--- src/mqf_params.svh ---
// Constants for the multi-queue status flag logic: offsets, field positions, resets, counts.
// Assumes inclusion by the package and by each design file that needs a figure.
`ifndef MQF_PARAMS_SVH
`define MQF_PARAMS_SVH

// Queue organisation
`define MQF_NUM_Q 4
`define MQF_QDEPTH 5'h10
`define MQF_CNT_W 5
`define MQF_DATA_W 40
`define MQF_SEL_W 2

// Input buffer in front of the queues
`define MQF_BUF_DEPTH 4

// Offset shift chain: four empty offsets then four full offsets, each MQF_CNT_W bits
`define MQF_OFS_CHAIN_W 40
`define MQF_EMPTY_OFS_POS 0
`define MQF_FULL_OFS_POS 20

// Offset reset values
`define MQF_EMPTY_OFS_RST 5'h02
`define MQF_FULL_OFS_RST 5'h02

// Write-view and read-view crossing latency in clock cycles
`define MQF_CROSS_CYCLES 2

`endif

--- src/mqf_pkg.sv ---
// Types shared by the multi-queue status flag logic.
// Assumes mqf_params.svh is on the include path.
`include "mqf_params.svh"

package mqf_pkg;

  // Write port organisation
  typedef enum logic [1:0] {
    MODE_MUX = 2'b00,
    MODE_DEMUX = 2'b01,
    MODE_BCAST = 2'b10,
    MODE_RSVD = 2'b11
  } port_mode_e;

  typedef logic [`MQF_CNT_W-1:0] count_t;
  typedef logic [`MQF_SEL_W-1:0] qsel_t;

endpackage

--- src/multi_queue_status_flag_logic.sv ---
// Status flag generation for a four-queue store: full/input-ready, composite, almost flags.
// Assumes storage outside follows store_en_o; one clock carries both the write and read sides.
//
// Function
// (RULE1) Fall-through select pin latched at master reset picks full or input-ready flags.
// (RULE2) Standard: full flag low on edge storing last word; writes blocked until high.
// (RULE3) Fall-through: input-ready low while space remains, high after the last word.
// (RULE4) Fall-through capacity counts the output register word, one more write.
// (RULE5) Broadcast: any full queue blocks writes to all four queues.
// (RULE6) Otherwise a full queue blocks only its own writes; flags independent. Here its stalled head write holds later buffered writes to any queue.
// (RULE7) Full/input-ready flags update on write edges through two register stages.
// (RULE8) Standard: full flag releases two write cycles after a read frees space.
// (RULE9) Fall-through: input-ready drops two write cycles after a read frees space.
// (RULE10) Composite flag mirrors selected write queue, only in demux and broadcast.
// (RULE11) Composite flag shows new queue one cycle after the selecting edge.
// (RULE12) Almost-empty low at n words or fewer, n-1 in fall-through.
// (RULE13) Each queue has its own empty offset and almost-empty flag.
// (RULE14) Flag timing pin latched at reset: high synchronous, low asynchronous.
// (RULE15) Almost-empty sync on read edges; async asserts on read, releases on write.
// (RULE16) Almost-full low after D-m writes, D+1-m in fall-through.
// (RULE17) Each queue has its own full offset and almost-full flag.
// (RULE18) Almost-full sync on write edges; async asserts on write, releases on read.
// (RULE19) Async almost-empty releases on a write once occupancy exceeds threshold.
// (RULE20) Offsets load serially, one bit per shift clock rise while enable low.
// (RULE21) Queue depth is a build constant; counters hold depth plus one.
// (RULE22) Occupancy crossing between write and read views passes two stages.
`timescale 1ns/1ps

module multi_queue_status_flag_logic
  import mqf_pkg::*;
(
  input wire logic clk_i,
  input wire logic rst_i,
  input wire logic ce_i,
  input wire logic fallthrough_select_serial_in_i,
  input wire logic flag_timing_select_i,
  input wire logic [1:0] port_mode_i,
  input wire logic serial_clk_i,
  input wire logic serial_load_enable_n_i,
  input wire logic wr_valid_i,
  input wire logic [`MQF_SEL_W-1:0] wr_sel_i,
  input wire logic [`MQF_DATA_W-1:0] wr_data_i,
  output logic wr_ready_o,
  input wire logic [`MQF_NUM_Q-1:0] rd_en_i,
  output logic [`MQF_NUM_Q-1:0] store_en_o,
  output logic [`MQF_DATA_W-1:0] store_data_o,
  output logic [`MQF_NUM_Q-1:0] queue_full_n_o,
  output logic selected_queue_full_n_o,
  output logic [`MQF_NUM_Q-1:0] almost_empty_n_o,
  output logic [`MQF_NUM_Q-1:0] almost_full_n_o,
  output logic fallthrough_timing_o
);

  localparam int NQ = `MQF_NUM_Q;
  localparam int CW = `MQF_CNT_W;
  localparam int BW = `MQF_SEL_W + `MQF_DATA_W;

  // Almost-empty threshold: count <= n, or count <= n-1 in fall-through
  function automatic logic ae_cond(input count_t cnt, input count_t n, input logic ft);
    ae_cond = ({1'b0, cnt} + {{CW{1'b0}}, ft}) <= {1'b0, n};
  endfunction

  // Almost-full threshold: count >= D-m, or count >= D+1-m in fall-through
  function automatic logic af_cond(input count_t cnt, input count_t m, input logic ft);
    af_cond = ({1'b0, cnt} + {1'b0, m}) >= ({1'b0, `MQF_QDEPTH} + {{CW{1'b0}}, ft});
  endfunction

  // One-hot queue decode
  function automatic logic [NQ-1:0] qdec(input qsel_t s);
    qdec = NQ'(1) << s;
  endfunction

  // Options caught at master reset
  logic fallthrough_timing_q, pfm_q;
  logic [`MQF_OFS_CHAIN_W-1:0] ofs_q;
  logic sclk_q;

  // Per-queue occupancy: write view, read view, true count
  count_t wcnt_q [NQ];
  count_t rcnt_q [NQ];
  count_t tcnt_q [NQ];
  count_t wcnt_d [NQ];
  count_t rcnt_d [NQ];
  count_t tcnt_d [NQ];
  logic [NQ-1:0] rd_s1_q, rd_s2_q, wr_s1_q, wr_s2_q;
  logic [NQ-1:0] flag_q, flag_d, ae_q, ae_d, af_q, af_d;
  logic [NQ-1:0] full_now, rd_evt, wr_evt;
  qsel_t sel_q;
  logic comp_q;
  logic [NQ-1:0] store_en_q;
  logic [`MQF_DATA_W-1:0] store_data_q;
  logic buf_vld, take;
  logic [BW-1:0] buf_dat;

  // Request buffer; a blocked head stalls it, and once it fills the producer sees ready low
  mqf_buffer #(.WIDTH(BW), .DEPTH(`MQF_BUF_DEPTH)) u_buf (
    .clk_i(clk_i),
    .rst_i(rst_i),
    .ce_i(ce_i),
    .in_valid_i(wr_valid_i),
    .in_data_i({wr_sel_i, wr_data_i}),
    .in_ready_o(wr_ready_o),
    .out_valid_o(buf_vld),
    .out_data_o(buf_dat),
    .out_ready_i(take)
  );

  // Write targeting and blocking
  wire bcast = (port_mode_i == MODE_BCAST);
  wire comp_on = (port_mode_i == MODE_DEMUX) || bcast;
  wire qsel_t head_sel = buf_dat[BW-1 -: `MQF_SEL_W];
  wire [NQ-1:0] wants = bcast ? {NQ{1'b1}} : qdec(head_sel);
  wire count_t cap = `MQF_QDEPTH + count_t'(fallthrough_timing_q); // see (RULE4) (RULE21)
  wire blocked = bcast ? (|full_now) : (|(wants & full_now)); // see (RULE5) (RULE6)
  assign take = buf_vld & ~blocked; // see (RULE2) (RULE3)
  assign wr_evt = take ? wants : '0;
  assign rd_evt = rd_en_i & ~{(rcnt_q[3] == '0), (rcnt_q[2] == '0),
                              (rcnt_q[1] == '0), (rcnt_q[0] == '0)};

  // Serial offset shifting on rising edges of the shift clock
  wire sclk_rise = serial_clk_i & ~sclk_q;

  // Per-queue count arithmetic and flag decisions
  genvar g;
  generate
    for (g = 0; g < NQ; g++) begin : g_q
      wire count_t eofs = ofs_q[`MQF_EMPTY_OFS_POS + g*CW +: CW]; // see (RULE13)
      wire count_t fofs = ofs_q[`MQF_FULL_OFS_POS + g*CW +: CW]; // see (RULE17)
      assign full_now[g] = (wcnt_q[g] == cap);
      // Write view frees space only after the read has crossed two stages
      assign wcnt_d[g] = wcnt_q[g] + count_t'(wr_evt[g]) - count_t'(rd_s2_q[g]); // see (RULE22)
      assign rcnt_d[g] = rcnt_q[g] + count_t'(wr_s2_q[g]) - count_t'(rd_evt[g]);
      assign tcnt_d[g] = tcnt_q[g] + count_t'(wr_evt[g]) - count_t'(rd_evt[g]);
      // Full flag high when not full; input-ready low when not full
      assign flag_d[g] = (wcnt_d[g] == cap) ? fallthrough_timing_q : ~fallthrough_timing_q; // see (RULE2) (RULE3) (RULE8) (RULE9)
      // Almost-empty: sync from read view, async set by reads, cleared by writes
      assign ae_d[g] = pfm_q ? ~ae_cond(rcnt_d[g], eofs, fallthrough_timing_q) : // see (RULE12) (RULE15)
                       (rd_evt[g] && ae_cond(tcnt_d[g], eofs, fallthrough_timing_q)) ? 1'b0 :
                       (wr_evt[g] && !ae_cond(tcnt_d[g], eofs, fallthrough_timing_q)) ? 1'b1 : // see (RULE19)
                       ae_q[g];
      // Almost-full: sync from write view, async set by writes, cleared by reads
      assign af_d[g] = pfm_q ? ~af_cond(wcnt_d[g], fofs, fallthrough_timing_q) : // see (RULE16) (RULE18)
                       (wr_evt[g] && af_cond(tcnt_d[g], fofs, fallthrough_timing_q)) ? 1'b0 :
                       (rd_evt[g] && !af_cond(tcnt_d[g], fofs, fallthrough_timing_q)) ? 1'b1 :
                       af_q[g];

      // Occupancy counters
      always_ff @(posedge clk_i) begin
        if (rst_i) begin
          wcnt_q[g] <= '0;
          rcnt_q[g] <= '0;
          tcnt_q[g] <= '0;
        end else if (ce_i) begin
          wcnt_q[g] <= wcnt_d[g];
          rcnt_q[g] <= rcnt_d[g];
          tcnt_q[g] <= tcnt_d[g];
        end
      end
    end
  endgenerate

  // Mode pins caught and offsets defaulted at master reset, serial load after
  always_ff @(posedge clk_i) begin
    if (rst_i) begin
      fallthrough_timing_q <= fallthrough_select_serial_in_i; // see (RULE1)
      pfm_q <= flag_timing_select_i; // see (RULE14)
      ofs_q <= {{NQ{`MQF_FULL_OFS_RST}}, {NQ{`MQF_EMPTY_OFS_RST}}};
      sclk_q <= 1'b0;
    end else if (ce_i) begin
      sclk_q <= serial_clk_i;
      if (sclk_rise && !serial_load_enable_n_i) begin
        ofs_q <= {ofs_q[`MQF_OFS_CHAIN_W-2:0], fallthrough_select_serial_in_i}; // see (RULE20)
      end
    end
  end

  // Crossing stages between the write and read views
  always_ff @(posedge clk_i) begin
    if (rst_i) begin
      rd_s1_q <= '0;
      rd_s2_q <= '0;
      wr_s1_q <= '0;
      wr_s2_q <= '0;
    end else if (ce_i) begin
      rd_s1_q <= rd_evt; // see (RULE22)
      rd_s2_q <= rd_s1_q;
      wr_s1_q <= wr_evt;
      wr_s2_q <= wr_s1_q;
    end
  end

  // Flag registers: loaded from the next count, on the same edge as the count registers
  always_ff @(posedge clk_i) begin
    if (rst_i) begin
      flag_q <= {NQ{~fallthrough_select_serial_in_i}};
      ae_q <= '0;
      af_q <= '1;
    end else if (ce_i) begin
      flag_q <= flag_d; // see (RULE7)
      ae_q <= ae_d;
      af_q <= af_d;
    end
  end

  // Composite flag follows the queue selected on the write port in demux and broadcast modes
  always_ff @(posedge clk_i) begin
    if (rst_i) begin
      sel_q <= '0;
      comp_q <= ~fallthrough_select_serial_in_i;
    end else if (ce_i) begin
      sel_q <= wr_sel_i;
      comp_q <= comp_on ? flag_d[sel_q] : ~fallthrough_timing_q; // see (RULE10) (RULE11)
    end
  end

  // Store strobes toward the queue memories
  always_ff @(posedge clk_i) begin
    if (rst_i) begin
      store_en_q <= '0;
      store_data_q <= '0;
    end else if (ce_i) begin
      store_en_q <= wr_evt;
      store_data_q <= buf_dat[`MQF_DATA_W-1:0];
    end
  end

  assign store_en_o = store_en_q;
  assign store_data_o = store_data_q;
  assign queue_full_n_o = flag_q;
  assign selected_queue_full_n_o = comp_q;
  assign almost_empty_n_o = ae_q;
  assign almost_full_n_o = af_q;
  assign fallthrough_timing_o = fallthrough_timing_q;

  // Per-queue checks use queue 0, which stands for all four; the write blocking and composite checks cover any queue
  wire count_t e0 = ofs_q[`MQF_EMPTY_OFS_POS +: CW];
  wire count_t f0 = ofs_q[`MQF_FULL_OFS_POS +: CW];

  property p_mode_held;
    @(posedge clk_i) disable iff (rst_i) $stable(fallthrough_timing_o) && $stable(pfm_q);
  endproperty
  a_mode_held: assert property (p_mode_held) // see (RULE1) (RULE14)
    else $error("timing options changed outside reset");

  property p_full_blocks;
    @(posedge clk_i) disable iff (rst_i) (buf_vld && full_now[head_sel]) |-> !take;
  endproperty
  a_full_blocks: assert property (p_full_blocks) // see (RULE2) (RULE3)
    else $error("write taken into a full queue");

  property p_bcast_block;
    @(posedge clk_i) disable iff (rst_i) (bcast && |full_now) |-> !take;
  endproperty
  a_bcast_block: assert property (p_bcast_block) // see (RULE5)
    else $error("broadcast write taken while a queue is full");

  property p_indep;
    @(posedge clk_i) disable iff (rst_i)
      (!bcast && buf_vld && !full_now[head_sel]) |-> take && (wr_evt == qdec(head_sel));
  endproperty
  a_indep: assert property (p_indep) // see (RULE6)
    else $error("write to a free queue was held back");

  property p_std_release;
    @(posedge clk_i) disable iff (rst_i || !ce_i)
      (!fallthrough_timing_q && rd_evt[0] && full_now[0])
      |=> !queue_full_n_o[0] ##1 !queue_full_n_o[0] ##1 queue_full_n_o[0];
  endproperty
  a_std_release: assert property (p_std_release) // see (RULE8) (RULE7)
    else $error("full flag did not release two cycles after read");

  property p_ft_release;
    @(posedge clk_i) disable iff (rst_i || !ce_i)
      (fallthrough_timing_q && rd_evt[0] && full_now[0])
      |=> queue_full_n_o[0] ##1 queue_full_n_o[0] ##1 !queue_full_n_o[0];
  endproperty
  a_ft_release: assert property (p_ft_release) // see (RULE9)
    else $error("input ready did not drop two cycles after read");

  property p_comp;
    @(posedge clk_i) disable iff (rst_i)
      (ce_i && comp_on) |=> selected_queue_full_n_o == queue_full_n_o[$past(sel_q)];
  endproperty
  a_comp: assert property (p_comp) // see (RULE10) (RULE11)
    else $error("composite flag not tracking selected queue");

  property p_ae_sync;
    @(posedge clk_i) disable iff (rst_i)
      (pfm_q && $stable(ofs_q)) |-> almost_empty_n_o[0] == !ae_cond(rcnt_q[0], e0, fallthrough_timing_q);
  endproperty
  a_ae_sync: assert property (p_ae_sync) // see (RULE12)
    else $error("almost empty does not match threshold");

  property p_af_sync;
    @(posedge clk_i) disable iff (rst_i)
      (pfm_q && $stable(ofs_q)) |-> almost_full_n_o[0] == !af_cond(wcnt_q[0], f0, fallthrough_timing_q);
  endproperty
  a_af_sync: assert property (p_af_sync) // see (RULE16)
    else $error("almost full does not match threshold");

  property p_ae_async;
    @(posedge clk_i) disable iff (rst_i)
      (!pfm_q && !rd_evt[0] && !wr_evt[0]) |=> $stable(almost_empty_n_o[0]);
  endproperty
  a_ae_async: assert property (p_ae_async) // see (RULE15) (RULE19)
    else $error("async almost empty moved without an event");

  property p_af_async;
    @(posedge clk_i) disable iff (rst_i)
      (!pfm_q && ce_i && wr_evt[0] && !rd_evt[0] && af_cond(tcnt_d[0], f0, fallthrough_timing_q))
      |=> !almost_full_n_o[0];
  endproperty
  a_af_async: assert property (p_af_async) // see (RULE18)
    else $error("async almost full not set by write");

  c_fill: cover property (@(posedge clk_i) disable iff (rst_i) full_now[0] && buf_vld);
  c_bcast: cover property (@(posedge clk_i) disable iff (rst_i) bcast && take);
  c_release: cover property (@(posedge clk_i) disable iff (rst_i) rd_evt[0] && full_now[0]);
  c_stall: cover property (@(posedge clk_i) disable iff (rst_i) !wr_ready_o);

endmodule

--- src/mqf_buffer.sv ---
// Small valid/ready FIFO holding write requests ahead of the queue flag logic.
// Assumes one clock, synchronous active-high reset, and a clock enable that freezes it.
`timescale 1ns/1ps

module mqf_buffer #(
  parameter int WIDTH = 42,
  parameter int DEPTH = 4
) (
  input wire logic clk_i,
  input wire logic rst_i,
  input wire logic ce_i,
  input wire logic in_valid_i,
  input wire logic [WIDTH-1:0] in_data_i,
  output logic in_ready_o,
  output logic out_valid_o,
  output logic [WIDTH-1:0] out_data_o,
  input wire logic out_ready_i
);

  localparam int AW = (DEPTH > 1) ? $clog2(DEPTH) : 1;
  localparam int CW = $clog2(DEPTH + 1);

  logic [WIDTH-1:0] mem_q [DEPTH];
  logic [AW-1:0] wp_q, rp_q;
  logic [CW-1:0] cnt_q, cnt_d;
  logic rdy_q;
  wire push = in_valid_i & rdy_q;
  wire pop = out_valid_o & out_ready_i;

  // Handshake and occupancy
  assign out_valid_o = (cnt_q != '0);
  assign out_data_o = mem_q[rp_q];
  assign in_ready_o = rdy_q;
  assign cnt_d = cnt_q + CW'(push) - CW'(pop);

  // Pointer wrap at the buffer depth
  function automatic logic [AW-1:0] bump(input logic [AW-1:0] p);
    bump = (p == AW'(DEPTH - 1)) ? '0 : p + AW'(1);
  endfunction

  // Pointers, count and registered ready
  always_ff @(posedge clk_i) begin
    if (rst_i) begin
      wp_q <= '0;
      rp_q <= '0;
      cnt_q <= '0;
      rdy_q <= 1'b1;
    end else if (ce_i) begin
      if (push) wp_q <= bump(wp_q);
      if (pop) rp_q <= bump(rp_q);
      cnt_q <= cnt_d;
      rdy_q <= (cnt_d != CW'(DEPTH));
    end
  end

  // Storage
  always_ff @(posedge clk_i) begin
    if (ce_i && push) mem_q[wp_q] <= in_data_i;
  end

endmodule

--- config.mk ---
export PLATFORM = sky130hd
export DESIGN_NAME = multi_queue_status_flag_logic
export DESIGN_NICKNAME = d
export VERILOG_FILES = /design/src/mqf_pkg.sv /design/src/multi_queue_status_flag_logic.sv /design/src/mqf_buffer.sv
export VERILOG_INCLUDE_DIRS = /design/src
export SDC_FILE = /design/constraint.sdc
export NUM_CORES = 1
export LEC_CHECK = 0
export ABC_AREA = 0
export BUFFER_PORTS_ARGS = -buffer_cell sky130_fd_sc_hd__buf_2
export CAP_MARGIN = 20
export CORE_MARGIN = 10
export CORE_UTILIZATION = 55
export DETAILED_ROUTE_END_ITERATION = 7
export GPL_ROUTABILITY_DRIVEN = 0
export PLACE_DENSITY = 0.85
export SLEW_MARGIN = 10
export SYNTH_ARGS = -nofsm -noshare
export SYNTH_HDL_FRONTEND = slang
export SYNTH_SLANG_ARGS = --single-unit
--- constraint.sdc ---
create_clock -name clk_i -period 8.3 [get_ports clk_i]
set_input_delay 1.245 -clock clk_i [delete_from_list [all_inputs] [get_ports clk_i]]
set_output_delay 1.245 -clock clk_i [all_outputs]
set_load 0.02 [all_outputs]
==> metrics.txt, run 1 <==
largest family of logic cells by synthesized area=adder cells; critical path arrival=about 6000 ps; clk slew on worst S/H paths=roughly 60 ps; VDD IR max=0.000279 V; CP Max Fanout=16; PortBufs=114; 1st-pass router iterations=5; HP Class=reg2reg; #FFs+latches synth=352; Avg WL per Cell=between 15 and 20 um; global route overflow=0; sw frac=34.2%; combinational fraction of design power=37.7%; largest area contributor in the netlist=edfxtp_1; Routed Antenna Nets=0; dpl hpwl=28500 um; top cells by area, synth=edfxtp_1, dfxtp_1, ha_1, mux4_2, mux2i_1; starting density of the core=55.9%; # Post-CTS Setup Buffers=0; Pint=roughly 4.2 mW; mapped cell area=0.0188 mm^2; status=finished clean; placed cells=2125; Simple-Gate Fraction of Synth Area=10.1%; startpoint types=flip-flop; CP top delay family=compound AO/OA/AOI/OAI gates; number of global-route vias before repair=13300; register area share after synthesis=between 40% and 50%; Net Sw Power=between 2 and 2.5 mW; Worst Path Required=8720 ps; skew final=18.2 ps; pin count of the biggest net entering global routing=66; final slew viol count=0; Clock Latency Late Sink=540 ps; Final Instance Area=0.0212 mm^2; Tcrit/Tclk final=66.7%; synthesis warning total=0; Setup Total Neg Slack=0 ps; CTS tree=yes; RSZ-0062 raised after global routing=no; LEAKAGE=roughly 8.7 nW; gr usage total=20.2%; Most used DFF post-synth=edfxtp_1; CTS Sinks=352; ys async rst share=0%; row count=67; clock power share=28.0%; Post-Synth XOR/XNOR Area=4.29%; max_slew headroom=between 30% and 40%; Mapped Cells=1603; Final Hold Vio Count=0; mux cell area share after synthesis=8.72%; kind of critical path=reg2reg; die area=0.0420 mm^2; Post-Route WL=~43000 um; Clock Path Buffers=3; Cell Count, Final, Fillers Out=2196; synth unique cells=just over 70; power density cells=between 200 and 300 mW/mm^2; CTS Hold Bufs=0; initial antenna violation count=1; # nets final=1974; via/cell ratio=~5.7; final-layout fill cell count=about 2500; CP peak stage delay=890 ps; CTS H-tree depth=2; Die Wd=205 um; IO Pins=115; Die Y=205 um; first-pass GRT wire length=68300 um; DRC Markers=0; Detailed Route Iter0 Violations=around 900; Placement Cell Area=around 0.02 mm^2; Critical Path End Type=flip-flop; Fmax=181 MHz; root buffer cell=clkbuf_16; core box area=approximately 0.034 mm^2; Area growth syn-to-layout=12.6%; max_cap viols=0; Compound-Gate Fraction of Synth Area=between 8 and 9%; Sequential Power Share=between 30% and 40%; setup violators final=0; Least-Margin Pin Slew=981 ps; crit-path cells=buf_4 -> xnor2_1 -> a21oi_1 -> a221o_2 -> nand2_2 -> a311oi_4 -> ha_1 -> inv_1 -> fa_1 -> inv_1 -> fa_1 -> or3b_2 -> nor4_1 -> nor3_1 -> a2111oi_0 -> a32oi_1 -> o21a_1; number of synthesized flops with an enable pin=235; top-area cell type share of the netlist area=37.5%; proportion of layout cells with a drive suffix above 1=14.4%; syn avg cell area=11.7 um^2; crit path buf inv count=3; post-CTS sizing=0; CTS buffer count=38; adder-cell share of the synthesized area=14.2%; Slowest-stage cell, CP=edfxtp_1; vias=12600; Post-Syn Nets=about 1900; minimum clock period after layout=5540 ps
==> layer usage <==
| layer | wire length, um | global-route usage [%] | vias to the layer above |
|---|---|---|---|
| met5 | 0 | 0 | - |
| met4 | 838 | 5.67 | 0 |
| li1 | - | - | 5960 |
| met2 | 21300 | 35.7 | 432 |
| met3 | 3190 | 4.41 | 71 |
| met1 | 17300 | 24.2 | 6163 |
==> per-stage QoR <==
step / utilization (%) / setup WS, ps / power [mW] / hold slack [ps]
finish: 63.0 / 2760 / 6.34 / 454
CTS: 63.0 / 2850 / 6.36 / 454
global placement: 59.0 / 2720 / 4.42 / 437
floorplan: - / 3150 / 4.00 / 432
detailed placement: 59.0 / 2580 / 4.55 / 446
global route: 63.0 / 2520 / 6.74 / 470
==> tightest hold or removal path, cell delays in order, from the launching register on <==
cell,delay (ps)
dfxtp_1,310
nand2_1,50
a21oi_1,50
==> cell families (layout without fill, tap and decap cells) <==
group	after synthesis	in the layout
muxes	111	111
xor gates and xnor gates	92	92
DFF	352	352
other	0	2
AOI/OAI and AO/OA	234	234
adders and majority gates	201	201
buffers and inverters	211	354
and+or+nand+nor	402	402
==> layout make-up <==
cell class	instances	area [um^2]	share of cell area [%]
inverter	158	593	2.80
antenna	2	5.00	0.0236
sequential	352	9400	44.4
multi-input combinational	1040	8610	40.7
clock inverter	17	215	1.02
clock buffer	52	1110	5.22
tap	448	561	2.65
timing repair buffer	127	673	3.18
==> worst paths after layout <==
kind | startpoint | endpoint | slack (ps) | depth (start not counted)
max | fallthrough_timing_o | almost_full_n_o[1] | 2760 | 17
min | ofs_q[11] | ofs_q[12] | 450 | 2
max reg2reg | fallthrough_timing_o | almost_full_n_o[1] | 2760 | 17
min reg2reg | ofs_q[11] | ofs_q[12] | 450 | 2
==> Yosys cell counts, drive strengths merged (3+ instances only) <==
cell / count
a2111oi: 3
a211o: 10
a211oi: 15
a21o: 22
a21oi: 88
a221oi: 4
a2bb2oi: 3
a31oi: 6
and2: 36
and3: 6
and3b: 3
buf: 16
clkbuf: 37
dfxtp: 117
edfxtp: 235
fa: 21
ha: 180
inv: 158
mux2: 3
mux2i: 66
mux4: 42
nand2: 112
nand2b: 7
nand3: 17
nand3b: 3
nand4: 5
nor2: 140
nor2b: 22
nor3: 16
nor3b: 5
nor4: 6
nor4b: 4
o211ai: 11
o21a: 17
o21ai: 24
o21bai: 5
o41a: 4
or3: 8
or4: 3
xnor2: 51
xor2: 41
==> placed cells by master, fill, tap and decap left out, drive strengths merged, types with 51 or more instances in the layout <==
| master | netlist | layout |
|---|---|---|
| nand2 | 112 | 112 |
| xnor2 | 51 | 51 |
| nor2 | 140 | 140 |
| dfxtp | 117 | 117 |
| edfxtp | 235 | 235 |
| a21oi | 88 | 88 |
| clkbuf | 37 | 52 |
| buf | 16 | 127 |
| ha | 180 | 180 |
| inv | 158 | 160 |
| mux2i | 66 | 66 |
==> power groups by stage <==
stage	Sequential [mW]	Clock [mW]	Combinational [mW]
after CTS	2.17	1.80	2.38
final	2.18	1.77	2.39
after global routing	2.19	1.87	2.68
after detailed placement	2.21	0	2.35
after global placement	2.20	0	2.22
after floorplan	2.23	0	1.77
==> state kept, by name, indices dropped and copies added (netlist names), 2 cells and up, named ones only <==
name              count
wr_s1_q               4
queue_full_n_o        4
store_data_o         40
sel_q                 2
tcnt_q               20
ofs_q                40
wr_s2_q               4
rcnt_q               20
wcnt_q               20
u_buf.mem_q         168
u_buf.wp_q            2
almost_full_n_o       4
rd_s2_q               4
rd_s1_q               4
almost_empty_n_o      4
u_buf.rp_q            2
u_buf.cnt_q           3
No activity file was read; power rests on OpenSTA's default activity.
==> inputs of run 2 (changes only) <==
--- a/config.mk
+++ b/config.mk
@@ -6,7 +6,7 @@
 export SDC_FILE = /design/constraint.sdc
 export NUM_CORES = 1
 export LEC_CHECK = 0
-export ABC_AREA = 0
+export ABC_AREA = 1
 export BUFFER_PORTS_ARGS = -buffer_cell sky130_fd_sc_hd__buf_2
 export CAP_MARGIN = 20
 export CORE_MARGIN = 10
==> constraint.sdc (replaced) <==
create_clock -name clk_i -period 5.8 [get_ports clk_i]
set_input_delay 0.87 -clock clk_i [delete_from_list [all_inputs] [get_ports clk_i]]
set_output_delay 0.87 -clock clk_i [all_outputs]
set_load 0.02 [all_outputs]
==> run 2 against run 1 <==
Combinational power rose by 67%. First-iteration DRC count rose by 43%. Clock skew rose by 5.7 ps. Register-to-register slack got worse by 1800 ps.
==> metrics.txt, run 2 <==
status=finished clean; post-CTS sizing=0 (unchanged); Final WS setup=1010 ps (-1750 ps); dpl hpwl=29900 um (+5.1%); LEAKAGE=9.68 nW (+11%); syn avg cell area=9.27 um^2 (-21%); Final Hold Vio Count=0 (unchanged); startpoint types=flip-flop; number of synthesized flops with an enable pin=235 (unchanged); CTS Sinks=352 (unchanged); CP peak stage delay=520 ps (-370 ps); Die Wd=206 um (+0.45%); mapped cell area=0.0190 mm^2 (+1.0%); row count=67 (unchanged); Post-Synth XOR/XNOR Area=3.92% (-0.37 points); Avg WL per Cell=17.7 um (-9.0%); Worst Path Required=6210 ps (-2510 ps); DRC Markers=0 (unchanged); core box area=0.0338 mm^2 (+0.50%); gr usage total=21.7% (+1.6 points); vias=14800 (+18%); synthesis warning total=0 (unchanged); Most used DFF post-synth=edfxtp_1; die area=0.0424 mm^2 (+0.90%); Most Frequent Cell on Critical Path=nand2_1; synth unique cells=37 (-49%); placed cells=2556 (+20%); first-pass GRT wire length=74800 um (+9.5%); most common cell after layout, fill and taps aside=nand2_1; Post-Route WL=46400 um (+8.9%); HP Class=reg2reg; CTS Hold Bufs=0 (unchanged); Detailed Route Iter0 Violations=1267 (+43%); Tcrit/Tclk final=82.6% (+16 points); via/cell ratio=5.65 (-1.7%); Place WS=874 ps (-1710 ps); Mapped Cells=2048 (+28%); final-layout fill cell count=2488 (-0.040%); max_cap viols=0 (unchanged); clk slew on worst S/H paths=60 ps (about the same); Cell Count, Final, Fillers Out=2627 (+20%); CTS buffer count=37 (-2.6%); Routed Antenna Nets=0 (unchanged); top cell types by occurrence after synthesis=nand2_1, inv_1, edfxtp_1; Hold WS=449 ps (-5.37 ps); VDD IR max=0.000333 V (+19%); top-area cell type share of the netlist area=37.2% (-0.37 points); largest area contributor in the netlist=edfxtp_1; Compound-Gate Fraction of Synth Area=9.03% (+0.63 points); final slew viol count=0 (unchanged); Area growth syn-to-layout=12.5% (about the same); Setup Total Neg Slack=0 ps (unchanged); top cells by area, synth=edfxtp_1, dfxtp_1, ha_1, nand2_1, inv_1; # Post-CTS Setup Buffers=0 (unchanged); minimum clock period after layout=4790 ps (-748 ps); Clock Latency Late Sink=550 ps (about the same); CP top delay family=simple AND/OR/NAND/NOR gates; Die Y=206 um (+0.45%); CTS tree=yes; skew final=23.9 ps (+5.68 ps); CP Max Fanout=17 (+1); setup violators final=0 (unchanged); adder-cell share of the synthesized area=14.1% (-0.14 points); proportion of layout cells with a drive suffix above 1=10.3% (-4.1 points); power density cells=454 mW/mm^2 (+51%); CTS H-tree depth=2 (unchanged); Final Util=63.3% (+0.28 points); initial antenna violation count=8 (+7); PortBufs=114 (unchanged); Fmax=209 MHz (+16%); IO Pins=115 (unchanged); number of global-route vias before repair=15200 (+14%); largest register by flop count=u_buf.mem_q; pin count of the biggest net entering global routing=74 (+12%); Critical Path End Type=flip-flop; # nets final=2404 (+22%); most common cell in the netlist=nand2_1; Least-Margin Pin Slew=1010 ps (+32.0 ps); max_slew headroom=32.4% (-2.2 points); #FFs+latches synth=352 (unchanged); number of flip-flops in the largest register=168 (unchanged); starting density of the core=56.2% (+0.28 points); global route overflow=0 (unchanged); Simple-Gate Fraction of Synth Area=16.2% (+6.1 points); crit path buf inv count=4 (+1); register area share after synthesis=49.5% (-0.49 points); critical path arrival=5210 ps (-750 ps); largest family of logic cells by synthesized area=simple AND/OR/NAND/NOR gates; commonest cells after routing, fill and taps aside=nand2_1, inv_1, edfxtp_1; Slowest-stage cell, CP=dfxtp_2; kind of critical path=reg2reg; Clock Path Buffers=3 (unchanged); root buffer cell=clkbuf_16; R2R Setup Slk=1010 ps (-1750 ps); Post-Syn Nets=2305 (+24%); ys async rst share=0% (unchanged); RSZ-0062 raised after global routing=no; 1st-pass router iterations=8 (+3); mux cell area share after synthesis=0% (-8.7 points)
==> run 2: changes by cell type after synthesis, sizes merged, moves of 66 or more <==
cell,change
o21ai,+139
nand3,+136
nand2,+196
inv,+132
nor2,+81
mux2i,-66
==> run 2: cell type report <==
| class | instances | area (um^2) | share of cell area, % |
|---|---|---|---|
| flip-flops and latches | 352 | 9400 | 44.0 |
| multi-input cells | 1334 | 8250 | 38.6 |
| inverters | 291 | 1090 | 5.11 |
| clock buffers | 49 | 1080 | 5.07 |
| repair buffers | 131 | 698 | 3.27 |
| well taps | 448 | 561 | 2.62 |
| clock inverters | 19 | 273 | 1.28 |
| diodes | 3 | 7.51 | 0.0351 |
==> run 2: power breakdown <==
group / total [mW] / internal (mW) / switching [mW]
registers: 3.12 / 2.96 / 0.162
clock network: 2.59 / 1.56 / 1.03
logic: 3.98 / 1.48 / 2.50
==> run 2: per-stage QoR <==
stage,power (mW),cell area [um^2]
2_1_floorplan,6.11,19000
3_3_place_gp,6.80,20000
3_5_place_dp,7.04,20000
4_1_cts,9.67,21400
5_1_grt,10.4,21400
6_report,9.70,21400
==> run 2: cells by family (layout without fill, tap and decap cells) <==
group                      count (synthesis)  after routing
AOI/OAI and AO/OA                        324            324
xor gates and xnor gates                  85             85
adders and majority gates                201            201
buffers and inverters                    362            490
DFF                                      352            352
other                                      0              3
and+or+nand+nor                          724            724
==> run 2: worst paths after layout <==
check | startpoint | end | depth (start not counted)
worst min register to register | store_data_o[31] | store_data_o[31] | 2
worst min-delay path | store_data_o[31] | store_data_o[31] | 2
worst max-delay path | flip-flop | almost_full_n_o[1] | 28
worst max register to register | flip-flop | almost_full_n_o[1] | 28
==> run 2: per-layer routing <==
layer,vias to the layer above,part of all wire (%),wire (um),GRT usage [%]
met2,626,50,23200,37.9
met1,7025,38,17800,25.1
met4,10,3.2,1470,9.43
li1,7052,-,-,-
met5,-,0.13,61,0
met3,128,8.3,3860,5.06
==> run 2: worst min-delay path: cells and delay by family (launching register included) <==
family           cells  cell delay, ps
and+or+nand+nor      2             110
DFF                  1             300
